===== config.mk =====
export PLATFORM = sky130hd
export DESIGN_NAME = dcsw_top
export DESIGN_NICKNAME = d
export VERILOG_FILES = /design/src/rtl/dcsw_pkg.sv /design/src/rtl/dcsw_sync.sv /design/src/rtl/dcsw_top.sv
export SDC_FILE = /design/constraint.sdc
export NUM_CORES = 1
export LEC_CHECK = 0
export ABC_CLOCK_PERIOD_IN_PS = 1900
export BUFFER_PORTS_ARGS = -buffer_cell sky130_fd_sc_hd__buf_2
export CAP_MARGIN = 20
export CORE_ASPECT_RATIO = 0.6
export CORE_MARGIN = 2
export CORE_UTILIZATION = 40
export DETAILED_ROUTE_END_ITERATION = 8
export PLACE_DENSITY_LB_ADDON = 0.2
export SLEW_MARGIN = 15
export SYNTH_ARGS = -nofsm -noshare
export SYNTH_HDL_FRONTEND = slang
export SYNTH_SLANG_ARGS = --single-unit
export TNS_END_PERCENT = 100

===== constraint.sdc =====
create_clock -name mclk -period 1.9 [get_ports mclk]
set_input_delay 0.19 -clock mclk [delete_from_list [all_inputs] [get_ports mclk]]
set_output_delay 0.19 -clock mclk [all_outputs]
set_load 0.01 [all_outputs]

===== src/rtl/dcsw_pkg.sv =====
// Package: bit positions, codes and timing constants of the drive control/status words
package dcsw_pkg;
  localparam int WORD_W = 16;
  localparam int CLK_MHZ = 250;
  // Control word bit positions (fieldbus layout)
  localparam int CW_ON1 = 0;
  localparam int CW_ON2 = 1;
  localparam int CW_ON3 = 2;
  localparam int CW_NOCOAST = 3;
  localparam int CW_NOQSTOP = 4;
  localparam int CW_NOFREEZE = 5;
  localparam int CW_START = 6;
  localparam int CW_RESET = 7;
  localparam int CW_JOG1 = 8;
  localparam int CW_JOG2 = 9;
  localparam int CW_VALID = 10;
  localparam int CW_SLOW = 11;
  localparam int CW_CATCH = 12;
  // Status word bit positions
  localparam int SW_CTRL_RDY = 0;
  localparam int SW_DRV_RDY = 1;
  localparam int SW_NOCOAST = 2;
  localparam int SW_TRIP = 3;
  localparam int SW_OFF2 = 4;
  localparam int SW_OFF3 = 5;
  localparam int SW_START_DIS = 6;
  localparam int SW_WARN = 7;
  localparam int SW_SPEED_EQ = 8;
  localparam int SW_SERIAL = 9;
  localparam int SW_FREQ_OK = 10;
  localparam int SW_RUNNING = 11;
  localparam int SW_VOLT = 13;
  localparam int SW_CURR = 14;
  localparam int SW_THERM = 15;
  // Fast-I/O input placement
  localparam int FIO_N = 5;
  localparam int FIO_POS [FIO_N] = '{5, 12, 13, 14, 15};
  // Telegram profile code selecting fieldbus layout
  localparam logic [1:0] PROFILE_FIELDBUS = 2'h0;
  localparam logic [WORD_W-1:0] RESET_WORD = 16'h0000;
  // Fast-I/O response bound: 10 ms, well under it we refresh each cycle
  localparam int FIO_RESP_MS = 10;
  localparam int FIO_RESP_CYC = FIO_RESP_MS * CLK_MHZ * 1000;
  // Status path modes
  typedef enum logic [1:0] {
    DCSW_MODE_NATIVE = 2'b00,
    DCSW_MODE_FASTIO = 2'b01,
    DCSW_MODE_FIELDBUS = 2'b10
  } dcsw_mode_t;
  // Off-stage relay tracking
  typedef enum logic [1:0] {
    DCSW_OFF_IDLE = 2'b00,
    DCSW_OFF_STOPPING = 2'b01,
    DCSW_OFF_DONE = 2'b10
  } dcsw_off_t;
endpackage


===== src/rtl/dcsw_sync.sv =====
// Two-flop synchroniser bank for pin-level inputs
module dcsw_sync #(
  parameter int WIDTH = 8
) (
  input wire logic mclk,
  input wire logic rstn,
  input wire logic [WIDTH-1:0] async_in,
  output logic [WIDTH-1:0] sync_out
);
  logic [WIDTH-1:0] meta_q;
  logic [WIDTH-1:0] meta_d;
  logic [WIDTH-1:0] sync_q;
  logic [WIDTH-1:0] sync_d;

  initial begin
    if (WIDTH < 1) $error("dcsw_sync: WIDTH must be positive");
  end

  // First stage feeds only the second stage
  always_comb begin
    meta_d = async_in;
    sync_d = meta_q;
  end

  always_ff @(posedge mclk or negedge rstn) begin
    if (!rstn) begin
      meta_q <= '0;
      sync_q <= '0;
    end else begin
      meta_q <= meta_d;
      sync_q <= sync_d;
    end
  end

  assign sync_out = sync_q;
endmodule // dcsw_sync


===== src/rtl/dcsw_top.sv =====
// Drive control word decoder and status word builder
module dcsw_top #(
  parameter int FREQ_W = 16
) (
  // Clock and reset
  input wire logic mclk,
  input wire logic rstn,
  // Command word from the bus master
  input wire logic [dcsw_pkg::WORD_W-1:0] fieldbus_control_word,
  input wire logic control_word_strobe,
  // Configuration
  input wire logic [1:0] telegram_profile,
  input wire logic fast_io_enable,
  input wire logic relay_off_stage_sel,
  input wire logic [FREQ_W-1:0] freq_low_limit,
  input wire logic [FREQ_W-1:0] freq_high_limit,
  input wire logic [FREQ_W-1:0] bus_jog1_freq,
  input wire logic [FREQ_W-1:0] bus_jog2_freq,
  input wire logic [FREQ_W-1:0] catch_slow_amount,
  input wire logic [FREQ_W-1:0] base_reference,
  // Drive conditions
  input wire logic [FREQ_W-1:0] output_freq,
  input wire logic [FREQ_W-1:0] motor_speed,
  input wire logic local_stop_key,
  input wire logic local_mode_sel,
  input wire logic start_signal,
  input wire logic drive_ready,
  input wire logic dc_volt_low,
  input wire logic dc_volt_high,
  input wire logic output_current_threshold,
  input wire logic over_temp_motor,
  input wire logic over_temp_drive,
  input wire logic thermistor_trip,
  input wire logic trip_active,
  input wire logic trip_lock,
  input wire logic warning_active,
  input wire logic [dcsw_pkg::FIO_N-1:0] digital_in,
  // Status words back to the master
  output logic [dcsw_pkg::WORD_W-1:0] fieldbus_status_word,
  output logic [dcsw_pkg::WORD_W-1:0] fast_io_status_word,
  // Commands to the drive
  output logic ramp_stop_cmd,
  output logic start_permit,
  output logic trip_reset_pulse,
  output logic off_stage_relay,
  output logic jog_active,
  output logic [FREQ_W-1:0] jog_freq,
  output logic [FREQ_W-1:0] speed_reference
);

  initial begin
    if (FREQ_W < 2) $error("dcsw_top: FREQ_W too small");
    for (int i = 0; i < dcsw_pkg::FIO_N; i++) begin
      if (dcsw_pkg::FIO_POS[i] >= dcsw_pkg::WORD_W) $error("dcsw_top: pin bit outside word");
    end
  end

  ////////////////////////////////////////////////////////////////////////////
  // Input synchronisers: digital pins cross in from the outside world

  logic [dcsw_pkg::FIO_N-1:0] din_s;
  dcsw_sync #(.WIDTH(dcsw_pkg::FIO_N)) u_sync (
    .mclk(mclk),
    .rstn(rstn),
    .async_in(digital_in),
    .sync_out(din_s)
  );

  ////////////////////////////////////////////////////////////////////////////
  // Control word latch

  logic [dcsw_pkg::WORD_W-1:0] ctrl_q;
  logic [dcsw_pkg::WORD_W-1:0] ctrl_d;
  logic reset_bit_q;
  logic reset_bit_d;
  logic trip_rst_q;
  logic trip_rst_d;
  logic fieldbus_mode;

  // Latched word starts all-off so nothing runs before the master speaks
  always_comb begin
    ctrl_d = ctrl_q;
    reset_bit_d = reset_bit_q;
    trip_rst_d = 1'b0;
    if (control_word_strobe && fieldbus_control_word[dcsw_pkg::CW_VALID]) begin
      ctrl_d = fieldbus_control_word;
      reset_bit_d = fieldbus_control_word[dcsw_pkg::CW_RESET];
      trip_rst_d = fieldbus_control_word[dcsw_pkg::CW_RESET] & ~reset_bit_q;
    end
  end

  always_ff @(posedge mclk or negedge rstn) begin
    if (!rstn) begin
      ctrl_q <= dcsw_pkg::RESET_WORD;
      reset_bit_q <= 1'b0;
      trip_rst_q <= 1'b0;
    end else begin
      ctrl_q <= ctrl_d;
      reset_bit_q <= reset_bit_d;
      trip_rst_q <= trip_rst_d;
    end
  end

  assign fieldbus_mode = (telegram_profile == dcsw_pkg::PROFILE_FIELDBUS);

  ////////////////////////////////////////////////////////////////////////////
  // Command decode and start-disable tracking

  logic off_all_on;
  logic off3_or_2;
  logic start_dis_q;
  logic start_dis_d;
  logic off_any_prev_q;
  logic off_any_prev_d;
  dcsw_pkg::dcsw_off_t off_q;
  dcsw_pkg::dcsw_off_t off_d;
  logic ramp_q;
  logic ramp_d;
  logic permit_q;
  logic permit_d;
  logic relay_q;
  logic relay_d;
  logic jog_q;
  logic jog_d;
  logic [FREQ_W-1:0] jogf_q;
  logic [FREQ_W-1:0] jogf_d;
  logic [FREQ_W-1:0] ref_q;
  logic [FREQ_W-1:0] ref_d;
  logic [FREQ_W:0] ref_up;

  assign off_all_on = ctrl_q[dcsw_pkg::CW_ON1] & ctrl_q[dcsw_pkg::CW_ON2]
                      & ctrl_q[dcsw_pkg::CW_ON3];
  assign off3_or_2 = ~ctrl_q[dcsw_pkg::CW_ON2] | ~ctrl_q[dcsw_pkg::CW_ON3];
  assign ref_up = {1'b0, base_reference} + {1'b0, catch_slow_amount};

  always_comb begin
    start_dis_d = start_dis_q;
    off_any_prev_d = off3_or_2;
    // Set wins over clear: new off stage or trip reset overrides the unlock
    if (fieldbus_mode && !ctrl_q[dcsw_pkg::CW_ON1] && ctrl_q[dcsw_pkg::CW_ON2]
        && ctrl_q[dcsw_pkg::CW_ON3] && ctrl_q[dcsw_pkg::CW_VALID]) begin
      start_dis_d = 1'b0;
    end
    if (trip_rst_q || (off3_or_2 && !off_any_prev_q)) begin
      start_dis_d = 1'b1;
    end
    ramp_d = fieldbus_mode ? ~off_all_on : ~ctrl_q[dcsw_pkg::CW_START];
    permit_d = (fieldbus_mode ? off_all_on & ~start_dis_q : 1'b1)
               & ctrl_q[dcsw_pkg::CW_START] & ~trip_active;
    off_d = off_q;
    case (off_q)
      dcsw_pkg::DCSW_OFF_IDLE:
        if (fieldbus_mode && !off_all_on) off_d = dcsw_pkg::DCSW_OFF_STOPPING;
      dcsw_pkg::DCSW_OFF_STOPPING:
        if (off_all_on) off_d = dcsw_pkg::DCSW_OFF_IDLE;
        else if (output_freq == '0) off_d = dcsw_pkg::DCSW_OFF_DONE;
      dcsw_pkg::DCSW_OFF_DONE:
        if (off_all_on || !fieldbus_mode) off_d = dcsw_pkg::DCSW_OFF_IDLE;
      default:
        off_d = dcsw_pkg::DCSW_OFF_IDLE;
    endcase
    // Relay only drives when configured; held until the off command lifts or the profile leaves fieldbus
    relay_d = relay_off_stage_sel && (off_d == dcsw_pkg::DCSW_OFF_DONE);
    jog_d = 1'b0;
    jogf_d = '0;
    if (fieldbus_mode && ctrl_q[dcsw_pkg::CW_JOG1]) begin
      jog_d = 1'b1;
      jogf_d = bus_jog1_freq;
    end else if (fieldbus_mode && ctrl_q[dcsw_pkg::CW_JOG2]) begin
      jog_d = 1'b1;
      jogf_d = bus_jog2_freq;
    end
    ref_d = base_reference;
    if (fieldbus_mode && ctrl_q[dcsw_pkg::CW_SLOW]) begin
      // Clamp at zero rather than wrap to a huge reference
      ref_d = (base_reference > catch_slow_amount) ?
              base_reference - catch_slow_amount : '0;
    end else if (fieldbus_mode && ctrl_q[dcsw_pkg::CW_CATCH]) begin
      ref_d = ref_up[FREQ_W] ? '1 : ref_up[FREQ_W-1:0];
    end
  end

  always_ff @(posedge mclk or negedge rstn) begin
    if (!rstn) begin
      start_dis_q <= 1'b1;
      off_any_prev_q <= 1'b0;
      off_q <= dcsw_pkg::DCSW_OFF_IDLE;
      ramp_q <= 1'b1;
      permit_q <= 1'b0;
      relay_q <= 1'b0;
      jog_q <= 1'b0;
      jogf_q <= '0;
      ref_q <= '0;
    end else begin
      start_dis_q <= start_dis_d;
      off_any_prev_q <= off_any_prev_d;
      off_q <= off_d;
      ramp_q <= ramp_d;
      permit_q <= permit_d;
      relay_q <= relay_d;
      jog_q <= jog_d;
      jogf_q <= jogf_d;
      ref_q <= ref_d;
    end
  end

  ////////////////////////////////////////////////////////////////////////////
  // Status words, rebuilt from live conditions every cycle

  logic [dcsw_pkg::WORD_W-1:0] fb_d;
  logic [dcsw_pkg::WORD_W-1:0] fb_q;
  logic [dcsw_pkg::WORD_W-1:0] fio_d;
  logic [dcsw_pkg::WORD_W-1:0] fio_q;
  logic [dcsw_pkg::WORD_W-1:0] common;
  logic [dcsw_pkg::WORD_W-1:0] pin_mask [dcsw_pkg::FIO_N];
  logic [dcsw_pkg::WORD_W-1:0] pin_slot [dcsw_pkg::FIO_N];

  // Raw pin levels, whatever function the inputs carry elsewhere
  for (genvar g = 0; g < dcsw_pkg::FIO_N; g++) begin : g_fio_pin
    assign pin_mask[g] = {{(dcsw_pkg::WORD_W-1){1'b0}}, 1'b1} << dcsw_pkg::FIO_POS[g];
    assign pin_slot[g] = din_s[g] ? pin_mask[g] : '0;
  end

  always_comb begin
    common = '0;
    common[dcsw_pkg::SW_CTRL_RDY] = drive_ready;
    common[dcsw_pkg::SW_DRV_RDY] = drive_ready & ~ctrl_q[dcsw_pkg::CW_NOCOAST];
    common[dcsw_pkg::SW_NOCOAST] = ctrl_q[dcsw_pkg::CW_NOCOAST];
    common[dcsw_pkg::SW_TRIP] = trip_active;
    common[dcsw_pkg::SW_START_DIS] = trip_lock;
    common[dcsw_pkg::SW_WARN] = warning_active;
    common[dcsw_pkg::SW_SPEED_EQ] = (motor_speed == ref_q);
    common[dcsw_pkg::SW_SERIAL] = ~(local_stop_key | local_mode_sel);
    common[dcsw_pkg::SW_FREQ_OK] = (output_freq > freq_low_limit)
                                   && (output_freq < freq_high_limit);
    common[dcsw_pkg::SW_RUNNING] = start_signal | (output_freq != '0);
    common[dcsw_pkg::SW_VOLT] = dc_volt_low | dc_volt_high;
    common[dcsw_pkg::SW_CURR] = output_current_threshold;
    common[dcsw_pkg::SW_THERM] = over_temp_motor | over_temp_drive
                                 | thermistor_trip;
    fb_d = common;
    if (fieldbus_mode) begin
      fb_d[dcsw_pkg::SW_CTRL_RDY] = off_all_on & drive_ready;
      fb_d[dcsw_pkg::SW_NOCOAST] = off_all_on & ctrl_q[dcsw_pkg::CW_NOCOAST]
                                   & ~trip_active;
      fb_d[dcsw_pkg::SW_OFF2] = ~ctrl_q[dcsw_pkg::CW_ON2];
      fb_d[dcsw_pkg::SW_OFF3] = ~ctrl_q[dcsw_pkg::CW_ON3];
      fb_d[dcsw_pkg::SW_START_DIS] = start_dis_q;
    end
    fio_d = fast_io_enable ? common : '0;
    for (int i = 0; i < dcsw_pkg::FIO_N; i++) begin
      // Refreshed each cycle: three cycles latency, far inside the bound
      if (fast_io_enable) begin
        fio_d = (fio_d & ~pin_mask[i]) | pin_slot[i];
      end
    end
  end

  always_ff @(posedge mclk or negedge rstn) begin
    if (!rstn) begin
      fb_q <= dcsw_pkg::RESET_WORD;
      fio_q <= dcsw_pkg::RESET_WORD;
    end else begin
      fb_q <= fb_d;
      fio_q <= fio_d;
    end
  end

  assign fieldbus_status_word = fb_q;
  assign fast_io_status_word = fio_q;
  assign ramp_stop_cmd = ramp_q;
  assign start_permit = permit_q;
  assign trip_reset_pulse = trip_rst_q;
  assign off_stage_relay = relay_q;
  assign jog_active = jog_q;
  assign jog_freq = jogf_q;
  assign speed_reference = ref_q;
endmodule // dcsw_top


# [Word level (Yosys, flattened, before mapping)]
# Index checks and enable logic that the tools add are counted.
[classes] bitwise=30 addsub=2 order_cmp=3 eq_ne=4 reduce_logical=24 muxes=32
[ops] op="16-bit 2-to-1 mux" n=13
[ops] op="16-bit > comparator" n=2
[ops] op="16-bit by 16-bit adder with 17-bit output" n=1
[ops] op="16-bit == test" n=1
[ops] op="16-bit logical NOT" n=1
[ops] op="16-bit less-than comparator" n=1
[ops] op="15-bit by 16-bit OR with 16-bit output" n=1
[ops] op="16-bit by 13-bit OR with 16-bit output" n=1
[ops] op="16-bit by 14-bit OR with 16-bit output" n=1
[ops] op="16-bit by 15-bit OR with 16-bit output" n=1
[ops] op="16-bit by 6-bit OR with 16-bit output" n=1
[ops] op="16-bit nonzero test" n=1
[ops] op="16-bit subtractor" n=1
[ops] op="15-bit 2-to-1 mux" n=1
[ops] op="14-bit 2-to-1 mux" n=1
[ops] op="1-bit logical AND" n=13
[ops] op="13-bit 2-to-1 mux" n=1
[ops] op="1-bit bitwise AND" n=10
[ops] op="1-bit 2-to-1 mux" n=9
[ops] op="1-bit NOT" n=9
[ops] op="2-bit 2-to-1 mux" n=4
[ops] op="6-bit 2-to-1 mux" n=1
[ops] op="1-bit OR" n=6
[ops] op="2-bit one-hot mux with 3 select lines" n=1
[ops] op="other kinds (7)" n=13
[totals] regBits=96 out_inout_bits=69 wordCells=111 in_bits=169

# [Logic depth before layout (Yosys ltp)]
[logic_depth] ltp_word=13 depth_mapped=12 ltp_nobuf=11

# [Modules after synthesis]
# From an unflattened synthesis, not the netlist that was laid out.
[unflattened] cells_unflattened=593 area_unflattened_um2=5818.1
[modules_own_cells] mod="dcsw_top" area_per_inst_um2=5567.8 seq_area_each_um2=2054.5 cells_each=583 n_inst=1
[modules_own_cells] mod="dcsw_sync" area_per_inst_um2=250.2 seq_area_each_um2=250.2 cells_each=10 n_inst=1

# [Least setup slack after synthesis]
# No wires, ideal clock.
[synth_timing] path_type="input to register" from="input port catch_slow_amount[0]" to="register ref_q[10] (netlist: speed_reference[10])" setup_time_ns=0.138 required_ns=1.762 n_path_buf=1 slack_ns=-0.562 stages=10 t_arrival_ns=2.324 path_cell_list="ha_1 > fa_1 > nor2b_1 > o311ai_2 > a211oi_1 > o21ai_1 > a31oi_1 > a221oi_2 > buf_2 > o221ai_1"
[synth_between] elab_chain_len=4 elab_cells_between_ends=7 cone_classes="2 x add/sub; 1 x order compare; 4 x mux"
[synth_rtl] item="start: declaration" line="dcsw_top.sv:19" rtl="input wire logic [FREQ_W-1:0] catch_slow_amount,"
[synth_rtl] item="16-bit by 16-bit adder with 17-bit output" line="dcsw_top.sv:134" rtl="assign ref_up = {1'b0, base_reference} + {1'b0, catch_slow_amount};"
[synth_rtl] item="16-bit 2-to-1 mux" line="dcsw_top.sv:179" rtl="ref_d = ref_up[FREQ_W] ? '1 : ref_up[FREQ_W-1:0];"
[synth_rtl] item="16-bit 2-to-1 mux" line="dcsw_top.sv:178" rtl="end else if (fieldbus_mode && ctrl_q[dcsw_pkg::CW_CATCH]) begin"
[synth_rtl] item="16-bit 2-to-1 mux (*)" line="dcsw_top.sv:174" rtl="if (fieldbus_mode && ctrl_q[dcsw_pkg::CW_SLOW]) begin"
[synth_rtl] item="net ref_d[10]" line="dcsw_top.sv:128" rtl="logic [FREQ_W-1:0] ref_d;"
[synth_rtl] item="end signal: assignment" line="dcsw_top.sv:203" rtl="ref_q <= ref_d;"
[synth_rtl] item="end: declaration" line="dcsw_top.sv:127" rtl="logic [FREQ_W-1:0] ref_q;"
# Mark *: on every way through the listed nets, which the timed path passes. The rest lies on a longest branch.
# A chain may end at the register's enable or synchronous reset.

# [Worst setup path after layout]
[layout_timing] from="input port base_reference[0]" to="register ref_q[2] (netlist: speed_reference[2])"
[layout_between] elab_chain_len=4 elab_cells_between_ends=7 cone_classes="2 x add/sub; 1 x order compare; 4 x mux"
[layout_rtl] item="start: declaration" line="dcsw_top.sv:20" rtl="input wire logic [FREQ_W-1:0] base_reference,"
[layout_rtl] item="16-bit by 16-bit adder with 17-bit output" line="dcsw_top.sv:134"
[layout_rtl] item="16-bit 2-to-1 mux" line="dcsw_top.sv:179"
[layout_rtl] item="16-bit 2-to-1 mux" line="dcsw_top.sv:178"
[layout_rtl] item="16-bit 2-to-1 mux (*)" line="dcsw_top.sv:174"
[layout_rtl] item="net ref_d[2]" line="dcsw_top.sv:128"
# Marked as above.

==> results_dict.tcl <==
set metrics [dict create \
    status "complete, but fails checks" \
    violations "setup timing" \
    avgViaCountPerCell 5.18 \
    drc 0 \
    die_area_um2 15600 \
    setup_slack_ns -0.312 \
    ys_warn_count 0 \
    ys_seq_elements 92 \
    post-place-ws_ns -0.778 \
    setup.worst_path.class "primary input to flip-flop" \
    worst_slew_pin_slew_ns 0.855 \
    nets 1196 \
    ys.flop_type "dfrtp_1" \
    synth_edf_count 0 \
    die_h_um 97.5 \
    yosysSeqAreaShare_pct 39.6 \
    ant_nets 0 \
    vdd_drop_max_mv 0.403 \
    core_um2 14400 \
    yosys-top-cells-area "dfrtp_1 (39%), ha_1 (14%), inv_1 (4.4%), a21oi_1 (2.6%), a22o_1 (2.4%)" \
    num_vias 6035 \
    min_period_ns 2.21 \
    synth_cells 592 \
    drt-pass1-iter-count 5 \
    antenna_found_initial 1 \
    max-cap-violations 0 \
    htreeDepth 3 \
    grt_pass1_wl_um 31600 \
    worstPathRequired_ns 2.11 \
    synth_top_cell_area_share_pct 38.7 \
    end_kind "flip-flop" \
    leakagePower_nw 4.68 \
    hold_viol 0 \
    power_per_cell_area_nw_per_um2 666 \
    grt_start_max_net_pins 36 \
    clk_path_buf_depth 2 \
    critPathLaunchType "primary input" \
    gp_congestion 0.926 \
    cts_made_buffers 9 \
    fp.dieW_um 160 \
    crit_arrival_ns 2.42 \
    skew_ns 0.00652 \
    slew_viol_final 0 \
    hp-class "primary input to flip-flop" \
    fill_cells 1217 \
    syn2layout_area_growth_pct 55.6 \
    grtUsageTotal_pct 25.4 \
    grt_pass1_vias 6213 \
    worstSkewPairLatency_ns 0.35 \
    numPortBuffers 230 \
    setup_viol 16 \
    synthArstFlopShare_pct 100 \
    hold_ws_ns 0.0109 \
    max_slew_margin_pct 43.0 \
    layout-drive-gt1-share_pct 48.3 \
    num_io_pins 238 \
    synth_cell_type_count 70 \
    cts-root-buf "clkbuf_16" \
    cts.sinks 92 \
    final_common_cell "buf_2" \
    avgSynthCellArea_um2 9.84 \
    cts_tree "built" \
    maxClockFrequency_mhz 452 \
    num_rows 34 \
    worstPathMaxFanout 5 \
    dp_hpwl_um 15600 \
    drt_iter0_drc 436 \
    wl_um 19600 \
    mostFrequentLayoutCells "buf_2 (221), buf_4 (124), dfrtp_1 (90)" \
    yosysTopAreaCell "dfrtp_1" \
    syn_area_um2 5830 \
    wire_per_inst_um 16.8 \
    overflow 0 \
    setup-tns-final_ns -3.85 \
    clk_pin_slew_ns 0.07 \
    start_util_pct 40.5 \
    post-route-period-util_pct 116 \
    power_mw 6.04 \
    rsz0062_at_grt "yes" \
]
-- synthesized netlist by cell type, drive strengths merged, types with 13 or more instances --
cell	n
ha	63
nor3	13
a21o	15
a22o	16
nor2	36
dfrtp	90
nor2b	13
o22ai	13
inv	69
nand2	20
o21ai	29
xnor2	16
a21oi	31
and2	18
-- critical path, cell delays in order --
cell	delay [ns]
buf_8	0.11
inv_4	0.04
ha_4	0.12
fa_2	0.23
nor2b_4	0.05
o211ai_1	0.16
a21boi_1	0.11
o41a_1	0.42
buf_6	0.14
a221oi_4	0.31
buf_6	0.19
o22ai_1	0.08
o21ai_1	0.17
o21ai_1	0.10
-- metal layers --
metal	vias up	wire length (µm)	GRT usage, %
met5	-	0	0
met4	0	344	6.51
met3	30	1360	4.99
met2	261	9020	41.3
met1	2876	8890	34.9
li1	2868	-	-
-- power by group --
| group | internal (mW) | total [mW] | switching (mW) |
|---|---|---|---|
| clock | 0.935 | 1.79 | 0.855 |
| combinational | 1.00 | 2.00 | 0.995 |
| sequential | 2.14 | 2.25 | 0.116 |
-- worst paths after layout --
kind / from / cells after the start / endpoint / slack [ns]
worst max-delay path: base_reference[0] / 14 / speed_reference[2] / -0.31
worst min-delay path: local_mode_sel / 2 / fieldbus_status_word[9] / 0.01
worst max register to register: ctrl_q[11] / 9 / speed_reference[2] / 0.02
worst min register to register: u_sync.meta_q[3] / 0 / u_sync.sync_out[3] / 0.36
max in group asynchronous: rstn / 3 / ramp_stop_cmd / 0.98
min in group asynchronous: rstn / 2 / fieldbus_status_word[3] / 0.31
-- repair_timing --
item,CTS,global route
endpoints found under the hold margin,34,0
resized for setup,63,11
pin swaps,40,12
setup buffers,13,5
hold buffers,10,0
endpoints found under the setup margin,16,16
-- state kept, by name, summed over array words and instances, names as in the netlist, 2 cells and up --
register,count
jog_freq,16
speed_reference,16
fast_io_status_word,15
fieldbus_status_word,15
ctrl_q,11
u_sync.meta_q,5
u_sync.sync_out,5
off_q,2
-- through the flow --
stage | area [µm²] | util, % | std cells
finish | 9060 | 63.0 | 1166
global route | 9060 | 63.0 | 1166
CTS | 8970 | 62.4 | 1160
detailed placement | 8150 | 56.7 | 1121
global placement | 8150 | 56.7 | 1121
floorplan | 5950 | - | 593
-- kinds of logic (layout without fill, tap and decap cells) --
logic type / count (synthesis) / count (layout) / synth area share (%)
xor gates and xnor gates: 16 / 16 / 2.40
and+or+nand+nor: 150 / 150 / 13.9
other: 1 / 3 / 0.0644
DFF: 92 / 92 / 39.6
muxes: 10 / 10 / 1.93
AOI/OAI and AO/OA: 169 / 169 / 21.5
adders and majority gates: 65 / 65 / 14.2
buffers and inverters: 89 / 463 / 6.44
-- layout make-up --
type                            count  area [µm²]  area share, %
Sequential cell                    92        2300           25.4
Clock buffer                        9         225           2.48
Multi-Input combinational cell    412        3520           38.9
Clock inverter                      7        81.3          0.897
Tap cell                          198         248           2.73
Inverter                           69         262           2.89
Antenna cell                        1        2.50         0.0276
Timing Repair Buffer              378        2420           26.7
(Power assumes the default switching activity.)
